==> src/design/acb_pkg.sv <==
// Purpose: shared constants and types for the capture bridge
// Assumes: one clock, registers on a plain strobe port
// Notes: marker patterns are right-aligned in a 12-bit field
package acb_pkg;
  localparam int IN_W = 128;
  localparam int OUT_W = 256;
  localparam int LANE_W = 16;
  localparam int DEPTH = 8;
  localparam int PTR_W = 3;
  localparam int CNT_W = 4;
  localparam logic [CNT_W-1:0] CNT_FULL = 4'h8;
  localparam logic [CNT_W-1:0] BURST_WORDS = 4'h4;
  localparam int ADDR_W = 4;
  localparam logic [ADDR_W-1:0] OFS_CTRL = 4'h0;
  localparam logic [ADDR_W-1:0] OFS_FLUSH = 4'h4;
  localparam logic [ADDR_W-1:0] OFS_STAT = 4'h8;
  localparam int CB_HUNT = 0;
  localparam int CB_CAPTURE = 1;
  localparam int CB_TRIGGER_CONNECTOR_EN = 2;
  localparam int CB_CONV_LO = 4;
  localparam int FB_CLEAR = 2;
  localparam int MK_W = 12;
  localparam logic [MK_W-1:0] MK_TWO_WIRE = 12'h0f0;
  localparam logic [MK_W-1:0] MK_ONE_WIRE = 12'hfc0;
  localparam logic [MK_W-1:0] MK_ALT_WIRE = 12'h0e3;
  localparam logic [MK_W-1:0] MK_ALT_WIRE_B = 12'h038;
  localparam logic [MK_W-1:0] MASK_8 = 12'h0ff;
  localparam logic [MK_W-1:0] MASK_12 = 12'hfff;
  localparam logic [1:0] CONV_TWO = 2'h0;
  localparam logic [1:0] CONV_ONE = 2'h1;
  localparam logic [1:0] CONV_ALT = 2'h2;
  localparam logic [31:0] CTRL_RESET = 32'h0000_0000;
  typedef struct packed {
    logic [1:0] conv;
    logic trigger_connector_en;
    logic capture;
    logic hunt;
  } acb_ctrl_t;
  typedef struct packed {
    logic overflow;
    logic armed;
    logic cap_ok;
    logic burst_ready;
    logic [CNT_W-1:0] level;
  } acb_stat_t;
endpackage

==> src/design/acb_mem.sv <==
// Purpose: word store for the capture bridge
// Assumes: one write and one read port on the same clock
// Notes: read data come out of a register, one cycle after rd_en
`timescale 1ns/1ps
module acb_mem import acb_pkg::*; (
  input wire logic clk, // clock
  input wire logic ce, // clock enable
  input wire logic wr_en, // write strobe
  input wire logic [PTR_W-1:0] wr_addr, // write address
  input wire logic [OUT_W-1:0] wr_data, // write data
  input wire logic rd_en, // read strobe
  input wire logic [PTR_W-1:0] rd_addr, // read address
  output logic [OUT_W-1:0] rd_data_ff // registered read data
);
  logic [OUT_W-1:0] mem_ff [DEPTH];

  // no reset on the array itself: flush only moves pointers
  always_ff @(posedge clk) begin
    if (ce) begin
      if (wr_en) begin
        mem_ff[wr_addr] <= wr_data;
      end
      if (rd_en) begin
        rd_data_ff <= mem_ff[rd_addr];
      end
    end
  end
endmodule

==> src/design/acb_top.sv <==
// Purpose: frame-hunt formatter and width-doubling capture buffer
// Assumes: samples, frame bits and sequencer signals share clk
// Notes: trigger pin is asynchronous and passes three flops
// Notes on behaviour
// - frame hunt puts marker words on output
// - hunt: one marker after each sample word
// - once locked, sample words only
// - clearing hunt stops markers at once
// - latch samples only at canonical marker alignment
// - marker width equals converter serialization factor
// - store nothing before capture command
// - trigger enabled: wait for trigger event
// - trigger alone insufficient; capture still needed
// - each request cycle pops one output word
// - burst ready when four words held
// - request is sequencer write AND ready
// - delayed clear bit empties the buffer
// - 128-bit words in, 256-bit words out
//
// The address map and strobed register access are this design's own decisions.
`timescale 1ns/1ps
module acb_top import acb_pkg::*; (
  input wire logic clk, // 100 MHz clock
  input wire logic reset, // synchronous reset, active high
  input wire logic ce, // clock enable, freezes state when low
  input wire logic [ADDR_W-1:0] reg_addr, // register address
  input wire logic [31:0] reg_wdata, // register write data
  input wire logic reg_wr, // register write strobe
  input wire logic reg_rd, // register read strobe
  output logic [31:0] reg_rdata_ff, // read data, cycle after reg_rd
  input wire logic [IN_W-1:0] smp_data, // deserialized sample word
  input wire logic smp_valid, // sample word valid
  input wire logic [MK_W-1:0] frame_bits, // frame clock bits beside sample
  input wire logic trigger_connector, // external trigger pin, async
  input wire logic seq_write_req, // sequencer write request
  input wire logic ctrl_ready, // controller ready
  output logic [OUT_W-1:0] fifo_dout, // popped word, cycle after request
  output logic burst_ready_ff, // four or more words held
  output logic [IN_W-1:0] fmt_word_ff, // formatted word
  output logic fmt_valid_ff // formatted word valid
);
  function automatic logic [MK_W-1:0] marker_of(input logic [1:0] conv);
    case (conv)
      CONV_ONE: marker_of = MK_ONE_WIRE;
      CONV_ALT: marker_of = MK_ALT_WIRE;
      default: marker_of = MK_TWO_WIRE;
    endcase
  endfunction

  function automatic logic [MK_W-1:0] mask_of(input logic [1:0] conv);
    mask_of = (conv == CONV_ONE) ? MASK_12 : MASK_8;
  endfunction

  ////////////////////////////////////////////////////////////////////////
  // register port
  acb_ctrl_t ctrl_ff, nxt_ctrl;
  logic clr_bit_ff, nxt_clr_bit;
  logic flush_ff, nxt_flush;
  logic [31:0] nxt_reg_rdata;
  acb_stat_t stat;
  logic overflow_ff, armed_ff, cap_ok;
  logic [CNT_W-1:0] count_ff;

  assign stat = '{overflow: overflow_ff, armed: armed_ff, cap_ok: cap_ok,
                  burst_ready: burst_ready_ff, level: count_ff};

  always_comb begin
    nxt_ctrl = ctrl_ff;
    nxt_clr_bit = clr_bit_ff;
    nxt_reg_rdata = 32'h0000_0000;
    nxt_flush = clr_bit_ff; // delayed copy of the clear bit
    if (reg_wr && reg_addr == OFS_CTRL) begin
      nxt_ctrl.hunt = reg_wdata[CB_HUNT];
      nxt_ctrl.capture = reg_wdata[CB_CAPTURE];
      nxt_ctrl.trigger_connector_en = reg_wdata[CB_TRIGGER_CONNECTOR_EN];
      nxt_ctrl.conv = reg_wdata[CB_CONV_LO +: 2];
    end
    if (reg_wr && reg_addr == OFS_FLUSH) begin
      nxt_clr_bit = reg_wdata[FB_CLEAR];
    end
    if (reg_rd) begin
      case (reg_addr)
        OFS_CTRL: nxt_reg_rdata = {26'h0, ctrl_ff.conv, 1'b0, ctrl_ff.trigger_connector_en,
                                   ctrl_ff.capture, ctrl_ff.hunt};
        OFS_FLUSH: nxt_reg_rdata = 32'(clr_bit_ff) << FB_CLEAR;
        OFS_STAT: nxt_reg_rdata = 32'(stat);
        default: nxt_reg_rdata = 32'h0000_0000;
      endcase
    end
  end

  always_ff @(posedge clk) begin
    if (reset) begin
      ctrl_ff <= acb_ctrl_t'(CTRL_RESET[$bits(acb_ctrl_t)-1:0]);
      clr_bit_ff <= 1'b0;
      flush_ff <= 1'b0;
      reg_rdata_ff <= 32'h0000_0000;
    end else if (ce) begin
      ctrl_ff <= nxt_ctrl;
      clr_bit_ff <= nxt_clr_bit;
      flush_ff <= nxt_flush;
      reg_rdata_ff <= nxt_reg_rdata;
    end
  end

  ////////////////////////////////////////////////////////////////////////
  // formatter: markers interleave with samples while hunting
  logic marker_due_ff, nxt_marker_due;
  logic [IN_W-1:0] nxt_fmt_word;
  logic nxt_fmt_valid;
  logic aligned;
  logic [MK_W-1:0] mk_pat;
  logic [MK_W-1:0] fb_masked;

  assign mk_pat = marker_of(ctrl_ff.conv);
  assign fb_masked = frame_bits & mask_of(ctrl_ff.conv);
  // rotations may lock the host, but data is taken only at the canonical one
  // the alternate part has two canonical alignments
  assign aligned = (fb_masked == mk_pat) ||
                   (ctrl_ff.conv == CONV_ALT && fb_masked == MK_ALT_WIRE_B);

  always_comb begin
    nxt_marker_due = marker_due_ff;
    nxt_fmt_word = fmt_word_ff;
    nxt_fmt_valid = 1'b0;
    if (!ctrl_ff.hunt) begin
      nxt_marker_due = 1'b0;
    end
    if (ctrl_ff.hunt && marker_due_ff) begin
      nxt_fmt_word = {(IN_W / LANE_W){4'h0, mk_pat}};
      nxt_fmt_valid = 1'b1;
      nxt_marker_due = 1'b0;
    end else if (smp_valid && aligned) begin
      nxt_fmt_word = smp_data;
      nxt_fmt_valid = 1'b1;
      nxt_marker_due = ctrl_ff.hunt;
    end
  end

  always_ff @(posedge clk) begin
    if (reset) begin
      marker_due_ff <= 1'b0;
      fmt_word_ff <= '0;
      fmt_valid_ff <= 1'b0;
    end else if (ce) begin
      marker_due_ff <= nxt_marker_due;
      fmt_word_ff <= nxt_fmt_word;
      fmt_valid_ff <= nxt_fmt_valid;
    end
  end

  ////////////////////////////////////////////////////////////////////////
  // trigger synchroniser and capture gate
  logic [2:0] tsync_ff;
  logic trigger_connector_lvl_ff, nxt_trigger_connector_lvl;
  logic nxt_armed;
  logic cap_prev_ff;
  logic trigger_connector_event;

  assign trigger_connector_event = nxt_trigger_connector_lvl && !trigger_connector_lvl_ff;
  assign cap_ok = ctrl_ff.capture && (!ctrl_ff.trigger_connector_en || armed_ff);

  always_comb begin
    nxt_trigger_connector_lvl = trigger_connector_lvl_ff;
    // a change counts only once stages two and three agree
    if (tsync_ff[1] == tsync_ff[2]) begin
      nxt_trigger_connector_lvl = tsync_ff[2];
    end
    nxt_armed = armed_ff;
    if (flush_ff || (cap_prev_ff && !ctrl_ff.capture)) begin
      nxt_armed = 1'b0;
    end
    if (trigger_connector_event && ctrl_ff.trigger_connector_en) begin
      nxt_armed = 1'b1;
    end
  end

  always_ff @(posedge clk) begin
    if (reset) begin
      tsync_ff <= 3'h0;
      trigger_connector_lvl_ff <= 1'b0;
      armed_ff <= 1'b0;
      cap_prev_ff <= 1'b0;
    end else if (ce) begin
      tsync_ff <= {tsync_ff[1:0], trigger_connector};
      trigger_connector_lvl_ff <= nxt_trigger_connector_lvl;
      armed_ff <= nxt_armed;
      cap_prev_ff <= ctrl_ff.capture;
    end
  end

  ////////////////////////////////////////////////////////////////////////
  // buffer: two input words pair into one stored word, low word first
  logic half_ff, nxt_half;
  logic [IN_W-1:0] low_ff, nxt_low;
  logic [PTR_W-1:0] wr_ptr_ff, nxt_wr_ptr, rd_ptr_ff, nxt_rd_ptr;
  logic [CNT_W-1:0] nxt_count;
  logic nxt_overflow, nxt_burst_ready;
  logic take, do_wr, do_rd, wdata_req;

  assign wdata_req = seq_write_req && ctrl_ready;
  assign take = fmt_valid_ff && cap_ok;
  assign do_wr = take && half_ff && (count_ff != CNT_FULL);
  assign do_rd = wdata_req && (count_ff != '0) && !flush_ff;

  always_comb begin
    nxt_half = half_ff;
    nxt_low = low_ff;
    nxt_wr_ptr = wr_ptr_ff;
    nxt_rd_ptr = rd_ptr_ff;
    nxt_count = count_ff;
    nxt_overflow = overflow_ff;
    if (take) begin
      nxt_half = !half_ff;
      nxt_low = half_ff ? low_ff : fmt_word_ff;
      // full buffer has no way to stall the converter, so the pair is lost
      if (half_ff && count_ff == CNT_FULL) begin
        nxt_overflow = 1'b1;
      end
    end
    if (do_wr) begin
      nxt_wr_ptr = wr_ptr_ff + PTR_W'(1);
    end
    if (do_rd) begin
      nxt_rd_ptr = rd_ptr_ff + PTR_W'(1);
    end
    nxt_count = count_ff + CNT_W'(do_wr) - CNT_W'(do_rd);
    if (flush_ff) begin
      nxt_half = 1'b0;
      nxt_wr_ptr = '0;
      nxt_rd_ptr = '0;
      nxt_count = '0;
      nxt_overflow = 1'b0;
    end
    nxt_burst_ready = nxt_count >= BURST_WORDS;
  end

  always_ff @(posedge clk) begin
    if (reset) begin
      half_ff <= 1'b0;
      low_ff <= '0;
      wr_ptr_ff <= '0;
      rd_ptr_ff <= '0;
      count_ff <= '0;
      overflow_ff <= 1'b0;
      burst_ready_ff <= 1'b0;
    end else if (ce) begin
      half_ff <= nxt_half;
      low_ff <= nxt_low;
      wr_ptr_ff <= nxt_wr_ptr;
      rd_ptr_ff <= nxt_rd_ptr;
      count_ff <= nxt_count;
      overflow_ff <= nxt_overflow;
      burst_ready_ff <= nxt_burst_ready;
    end
  end

  acb_mem u_mem (
    .clk(clk),
    .ce(ce),
    .wr_en(do_wr),
    .wr_addr(wr_ptr_ff),
    .wr_data({fmt_word_ff, low_ff}),
    .rd_en(do_rd),
    .rd_addr(rd_ptr_ff),
    .rd_data_ff(fifo_dout)
  );
endmodule

==> config.mk <==
export PLATFORM = sky130hd
export DESIGN_NAME = acb_top
export DESIGN_NICKNAME = d
export VERILOG_FILES = /design/src/design/acb_pkg.sv /design/src/design/acb_mem.sv /design/src/design/acb_top.sv
export SDC_FILE = /design/constraint.sdc
export NUM_CORES = 2
export LEC_CHECK = 0
export BUFFER_PORTS_ARGS = -buffer_cell sky130_fd_sc_hd__buf_2
export CAP_MARGIN = 20
export CORE_UTILIZATION = 50
export DETAILED_ROUTE_END_ITERATION = 10
export PLACE_DENSITY = 0.65
export SYNTH_ARGS = -nofsm -noshare
export SYNTH_HDL_FRONTEND = slang
export SYNTH_SLANG_ARGS = --single-unit
export TNS_END_PERCENT = 100
==> constraint.sdc <==
create_clock -name clk -period 26.4 [get_ports clk]
set_input_delay 5.28 -clock clk [delete_from_list [all_inputs] [get_ports clk]]
set_output_delay 5.28 -clock clk [all_outputs]
set_load 0.02 [all_outputs]
# Word-level counts from Yosys, hierarchy flattened

Memories as Yosys holds them, arrays and structs flattened. A register that Yosys moved wholly into a read port is not among the register bits.
Cells that the tools add are included.

Flip-flop bits (word level): 316
RAM bits: 2048
Input port bits: 185
Output and inout bits: 418
Logic and storage cells: 109
Memories: 1

Add/subtract/negate cells: 4
$lt $le $gt $ge: 1
Equal/unequal tests: 10
Muxes and demuxes: 27
Bitwise operators: 2
Reduce and logical (&&, ||, !) cells: 43

Memory list:

| name         | words | width | rd ports | clocked after memory_dff | write ports | line          | RTL |
|---|---|---|---|---|---|---|---|
| u_mem.mem_ff | 8     | 256   | 1        | 1                        | 1           | acb_mem.sv:15 | `logic [OUT_W-1:0] mem_ff [DEPTH];` |

Operator list:

| operator              | count |
|---|---|
| $mux W128             | 2 |
| $pmux W12 S2          | 1 |
| $pmux W8 S3           | 1 |
| $reduce_and A2 Y1     | 9 |
| $logic_and A1 B1 Y1   | 16 |
| $mux W1               | 16 |
| $and A12 B12 Y12      | 1 |
| $eq A12 B12 Y1        | 1 |
| $eq A12 B6 Y1 const B | 1 |
| $mux W12              | 1 |
| $mux W3               | 4 |
| $reduce_bool A2 Y1    | 6 |
| $eq A4 B4 Y1 const B  | 2 |
| $mux W8               | 1 |
| $add A3 B1 Y3 const B | 2 |
| $reduce_and A3 Y1     | 2 |
| $logic_not A1 Y1      | 5 |
| $add A4 B1 Y4         | 1 |
| $eq A4 B3 Y1 const B  | 1 |
| $ge A4 B3 Y1 const B  | 1 |
| $logic_not A4 Y1      | 1 |
| $mux W4               | 1 |
| $ne A4 B4 Y1 const B  | 1 |
| $reduce_bool A4 Y1    | 1 |
| 7 further kinds       | 9 |

# Depth between registers and ports, before layout

Depth after elaboration: 10
Gate-level depth with buffers: 12
Mapped depth without buffers: 12

# Cells and area by module

Synthesis repeated with hierarchy kept, for this count alone.

Cell total of the unflattened synthesis: 4336
Area total of the unflattened synthesis: 95173.8 sq um

By module, submodules not included:

| module  | instances | cells each | area each (sq um) | seq. area each (sq um) |
|---|---|---|---|---|
| acb_mem | 1         | 3228       | 84611.1           | 69186.4 |
| acb_top | 1         | 1108       | 10562.6           | 5845.6 |

# Least setup slack after synthesis

Ideal clock, no wire load.

Path type: input -> register
Start point: input port ce
End point: memory u_mem.mem_ff[0][0] (enable)
Library setup time: 1186 ps
Arrival: 23118 ps
Required time: 25214 ps
Slack: 2096 ps
Stages on the path: 3
Path through: o2111ai_1 or3_1 nor3_1

Cells in the longest elaborated chain, start to end: 2

RTL lines:

| what                          | line          | RTL |
|---|---|---|
| start: declaration            | acb_top.sv:25 | `input wire logic ce,` |
| $mux W1                       | acb_mem.sv:19 | `if (ce) begin` |
| $mux W1 (implied by the code) | acb_mem.sv:21 | `mem_ff[wr_addr] <= wr_data;` |
| end: declaration              | acb_mem.sv:15 |  |

No other way between the ends.

# Final worst setup path

Start point: input port ce
End point: memory u_mem.mem_ff[4][3] (enable)

The elaborated chain is that of the path after synthesis.

==> results.yml <==
outcome:
  status: "finished, final reports clean"
critical_path:
  worst_setup_path_start_kind: "primary input"
  arrival_ns: 9.87
  crit_family: "buffers and inverters"
  path_class: "in2reg"
  cp.required_ns: 26.90
  crit_path_max_incr_delay_ns: 0.80
  cp_max_fo: 122
  crit_path_top_delay_cell: "buf_4"
  endpoint_kind: "flip-flop"
  cp_common_cell: "buf_4"
  path_buf_inv: 5
  path_cells: "buf_2, buf_4, o2111ai_1, or3_1, nor2_4, buf_4, buf_12, buf_4"
drt:
  drt_wl_total_mm: 228
  drtPass1Iterations: 7
  vias: 46045
  ant_nets: 0
  met1_length_mm: 90.5
  drt-initial-drc-count: 3799
  wl_per_cell_microns: 29.0
  drc: 0
  met3_length_mm: 12.9
  avgViaCountPerCell: 5.87
  top_layer: "met5"
  route.met2.wl_mm: 115
synth:
  synth-async-reset-ratio_pct: 0
  synth_cell_types: 57
  synthTopCellsByArea: "edfxtp_1 73%, mux4_2 12%, dfxtp_1 6.1%"
  yosysMostFrequentCell: "edfxtp_1"
  synth_top_area_share_pct: 72.6
  ys_seq_area_share_pct: 78.7
  syn_inst: 4467
  synth_top_area_cell: "edfxtp_1"
  yosys_warnings: 0
  syn-cell-area_sq_um: 95300
  synth_ff_type: "edfxtp_1"
  synth-edff-count: 2304
  synth_seq_cells: 2596
  synth_common_cells: "2304 x edfxtp_1, 512 x mux4_2, 292 x dfxtp_1"
  syn_avg_cell_area_sq_um: 21.3
grt:
  antenna_found_initial: 13
  grt_overflow: 0
  grt_usage_pct: 23.6
  grt_pass1_wl_mm: 325
  grt_pass1_vias: 47099
  grt_max_degree: 147
sta:
  period_minus_slack_ns: 9.37
  final_hold_viol_count: 0
  drv_slew: 0
  tns_ns: 0
  finalCritPeriodShare_pct: 35.5
  slew_headroom_pct: 23.3
  fmax_mhz: 107
  tightest_slew_ns: 1.15
  finalSetupViolations: 0
  rsz0062_at_grt: "no"
  whs_ns: 0.477
  fin_skew_ns: 0.0611
clock_tree:
  cts_root_buffer: "clkbuf_16"
  cts_tree: "built"
  cts_made_buffers: 281
  clk_latency_ns: 0.93
  cts_buffer_depth: 4
  cts_resized: 0
  cts.sinks: 2596
  postCtsHoldBufs: 0
  cts_setup_buffers: 0
  clkTransAtPathRegs_ns: 0.06
  htreeDepth: 5
min_path:
  min_path_type: "reg2reg"
power_and_ir_drop:
  cellPowerDensity_nw_per_um2: 76.3
  peakVddDrop_mv: 0.0514
  p_leak_nw: 35.2
finish:
  drive_above_1_share_pct: 34.4
  area_growth_pct: 15.1
  nets: 5337
floorplanning:
  fp.dieW_microns: 439
  core-area_sq_um: 189000
  dieHeight_microns: 439
  ios: 603
  die_area_sq_um: 192000
  start_util_pct: 50.5
  rows: 159
placed_design:
  gp_congestion: 0.800
  dp_hpwl_mm: 123
  io_buffer_count: 551
flow_run:
  max_cap_violations: 0
[path summary, 6_finish.rpt]
path	to	start	cells after the start	slack (ns)
min	reg_rdata_ff[2]	reg_rdata_ff[2]	2	0.48
max	u_mem.mem_ff[4][3]	ce	8	17.03
min reg2reg	reg_rdata_ff[2]	reg_rdata_ff[2]	2	0.48
max reg2reg	u_mem.mem_ff[4][3]	ctrl_ff[1]	6	21.41
[flip-flops by register name, summed over array words and instances (netlist names), 3 cells and up]
| signal | count |
|---|---|
| tsync_ff | 3 |
| u_mem.rd_data_ff | 256 |
| wr_ptr_ff | 3 |
| reg_rdata_ff | 8 |
| count_ff | 4 |
| fmt_word_ff | 128 |
| ctrl_ff | 5 |
| u_mem.mem_ff | 2048 |
| rd_ptr_ff | 3 |
| low_ff | 128 |
[tightest hold or removal path: stages (launching register included)]
cell	delay (ns)
dfxtp_1	0.31
nand2_1	0.06
a21oi_1	0.06
[metrics by stage]
step	setup slack, ns	cells	util, %	power (mW)	cell area, sq um
after floorplan	2.10	4490	-	4.69	95400
after global placement	16.14	7351	53.5	4.75	101000
after detailed placement	16.01	7351	53.5	4.75	101000
after CTS	16.97	7841	58.1	8.45	110000
after global routing	16.89	7848	58.2	8.62	110000
final	17.03	7848	58.2	8.38	110000
[where the power goes]
| part | switching [mW] | internal, mW | total, mW |
|---|---|---|---|
| Clock | 1.51 | 2.21 | 3.72 |
| Sequential | 0.0165 | 4.43 | 4.44 |
| Combinational | 0.129 | 0.0860 | 0.215 |
[layout make-up]
cell class | count | area, sq um
fill | 13737 | 78900
sequential | 2596 | 75000
multi-input combinational | 1612 | 19200
clock buffer | 413 | 8070
timing repair buffer | 636 | 3560
tap | 2495 | 3120
clock inverter | 77 | 661
inverter | 13 | 48.8
antenna | 6 | 15.0
[per-layer routing]
| layer | global-route usage (%) | up-vias |
|---|---|---|
| met5 | 0 | - |
| met4 | 10.1 | 2 |
| met3 | 3.71 | 349 |
| met2 | 39.3 | 1558 |
| met1 | 31.1 | 24532 |
| li1 | - | 19604 |
[layout by cell type (no fill, tap or decap), drive strengths merged, types with 5 or more instances in the layout]
master    synthesis  final
edfxtp         2304   2304
buf             126    636
mux4            512    512
clkbuf          143    413
dfxtp           292    292
nand2           285    285
mux2            258    258
a21oi           239    239
clkinv            0     55
a211oi           49     49
a22o             48     48
nor2             41     41
o221a            25     25
o21ai            25     25
conb              1     24
inv              13     19
mux2i            12     12
ha               11     11
bufinv            0     10
or4               8      8
a22oi             8      8
nor3              8      8
diode             0      6
a21o              6      6
clkinvlp          0      6
nand4             5      5
[cells by family (layout without fill, tap and decap cells)]
| kind of cell | after synthesis | count (layout) | share of synthesized area [%] |
|---|---|---|---|
| AO/OA/AOI/OAI | 418 | 418 | 2.81 |
| XOR/XNOR | 4 | 4 | 0.0368 |
| adder cells (fa/ha/maj) | 12 | 12 | 0.165 |
| flip-flops | 2596 | 2596 | 78.7 |
| AND/OR/NAND/NOR | 372 | 372 | 1.62 |
| buffers and inverters | 282 | 1139 | 1.37 |
| multiplexers | 782 | 782 | 15.3 |
| other | 1 | 30 | 0.00393 |
(Power assumes the default switching activity.)
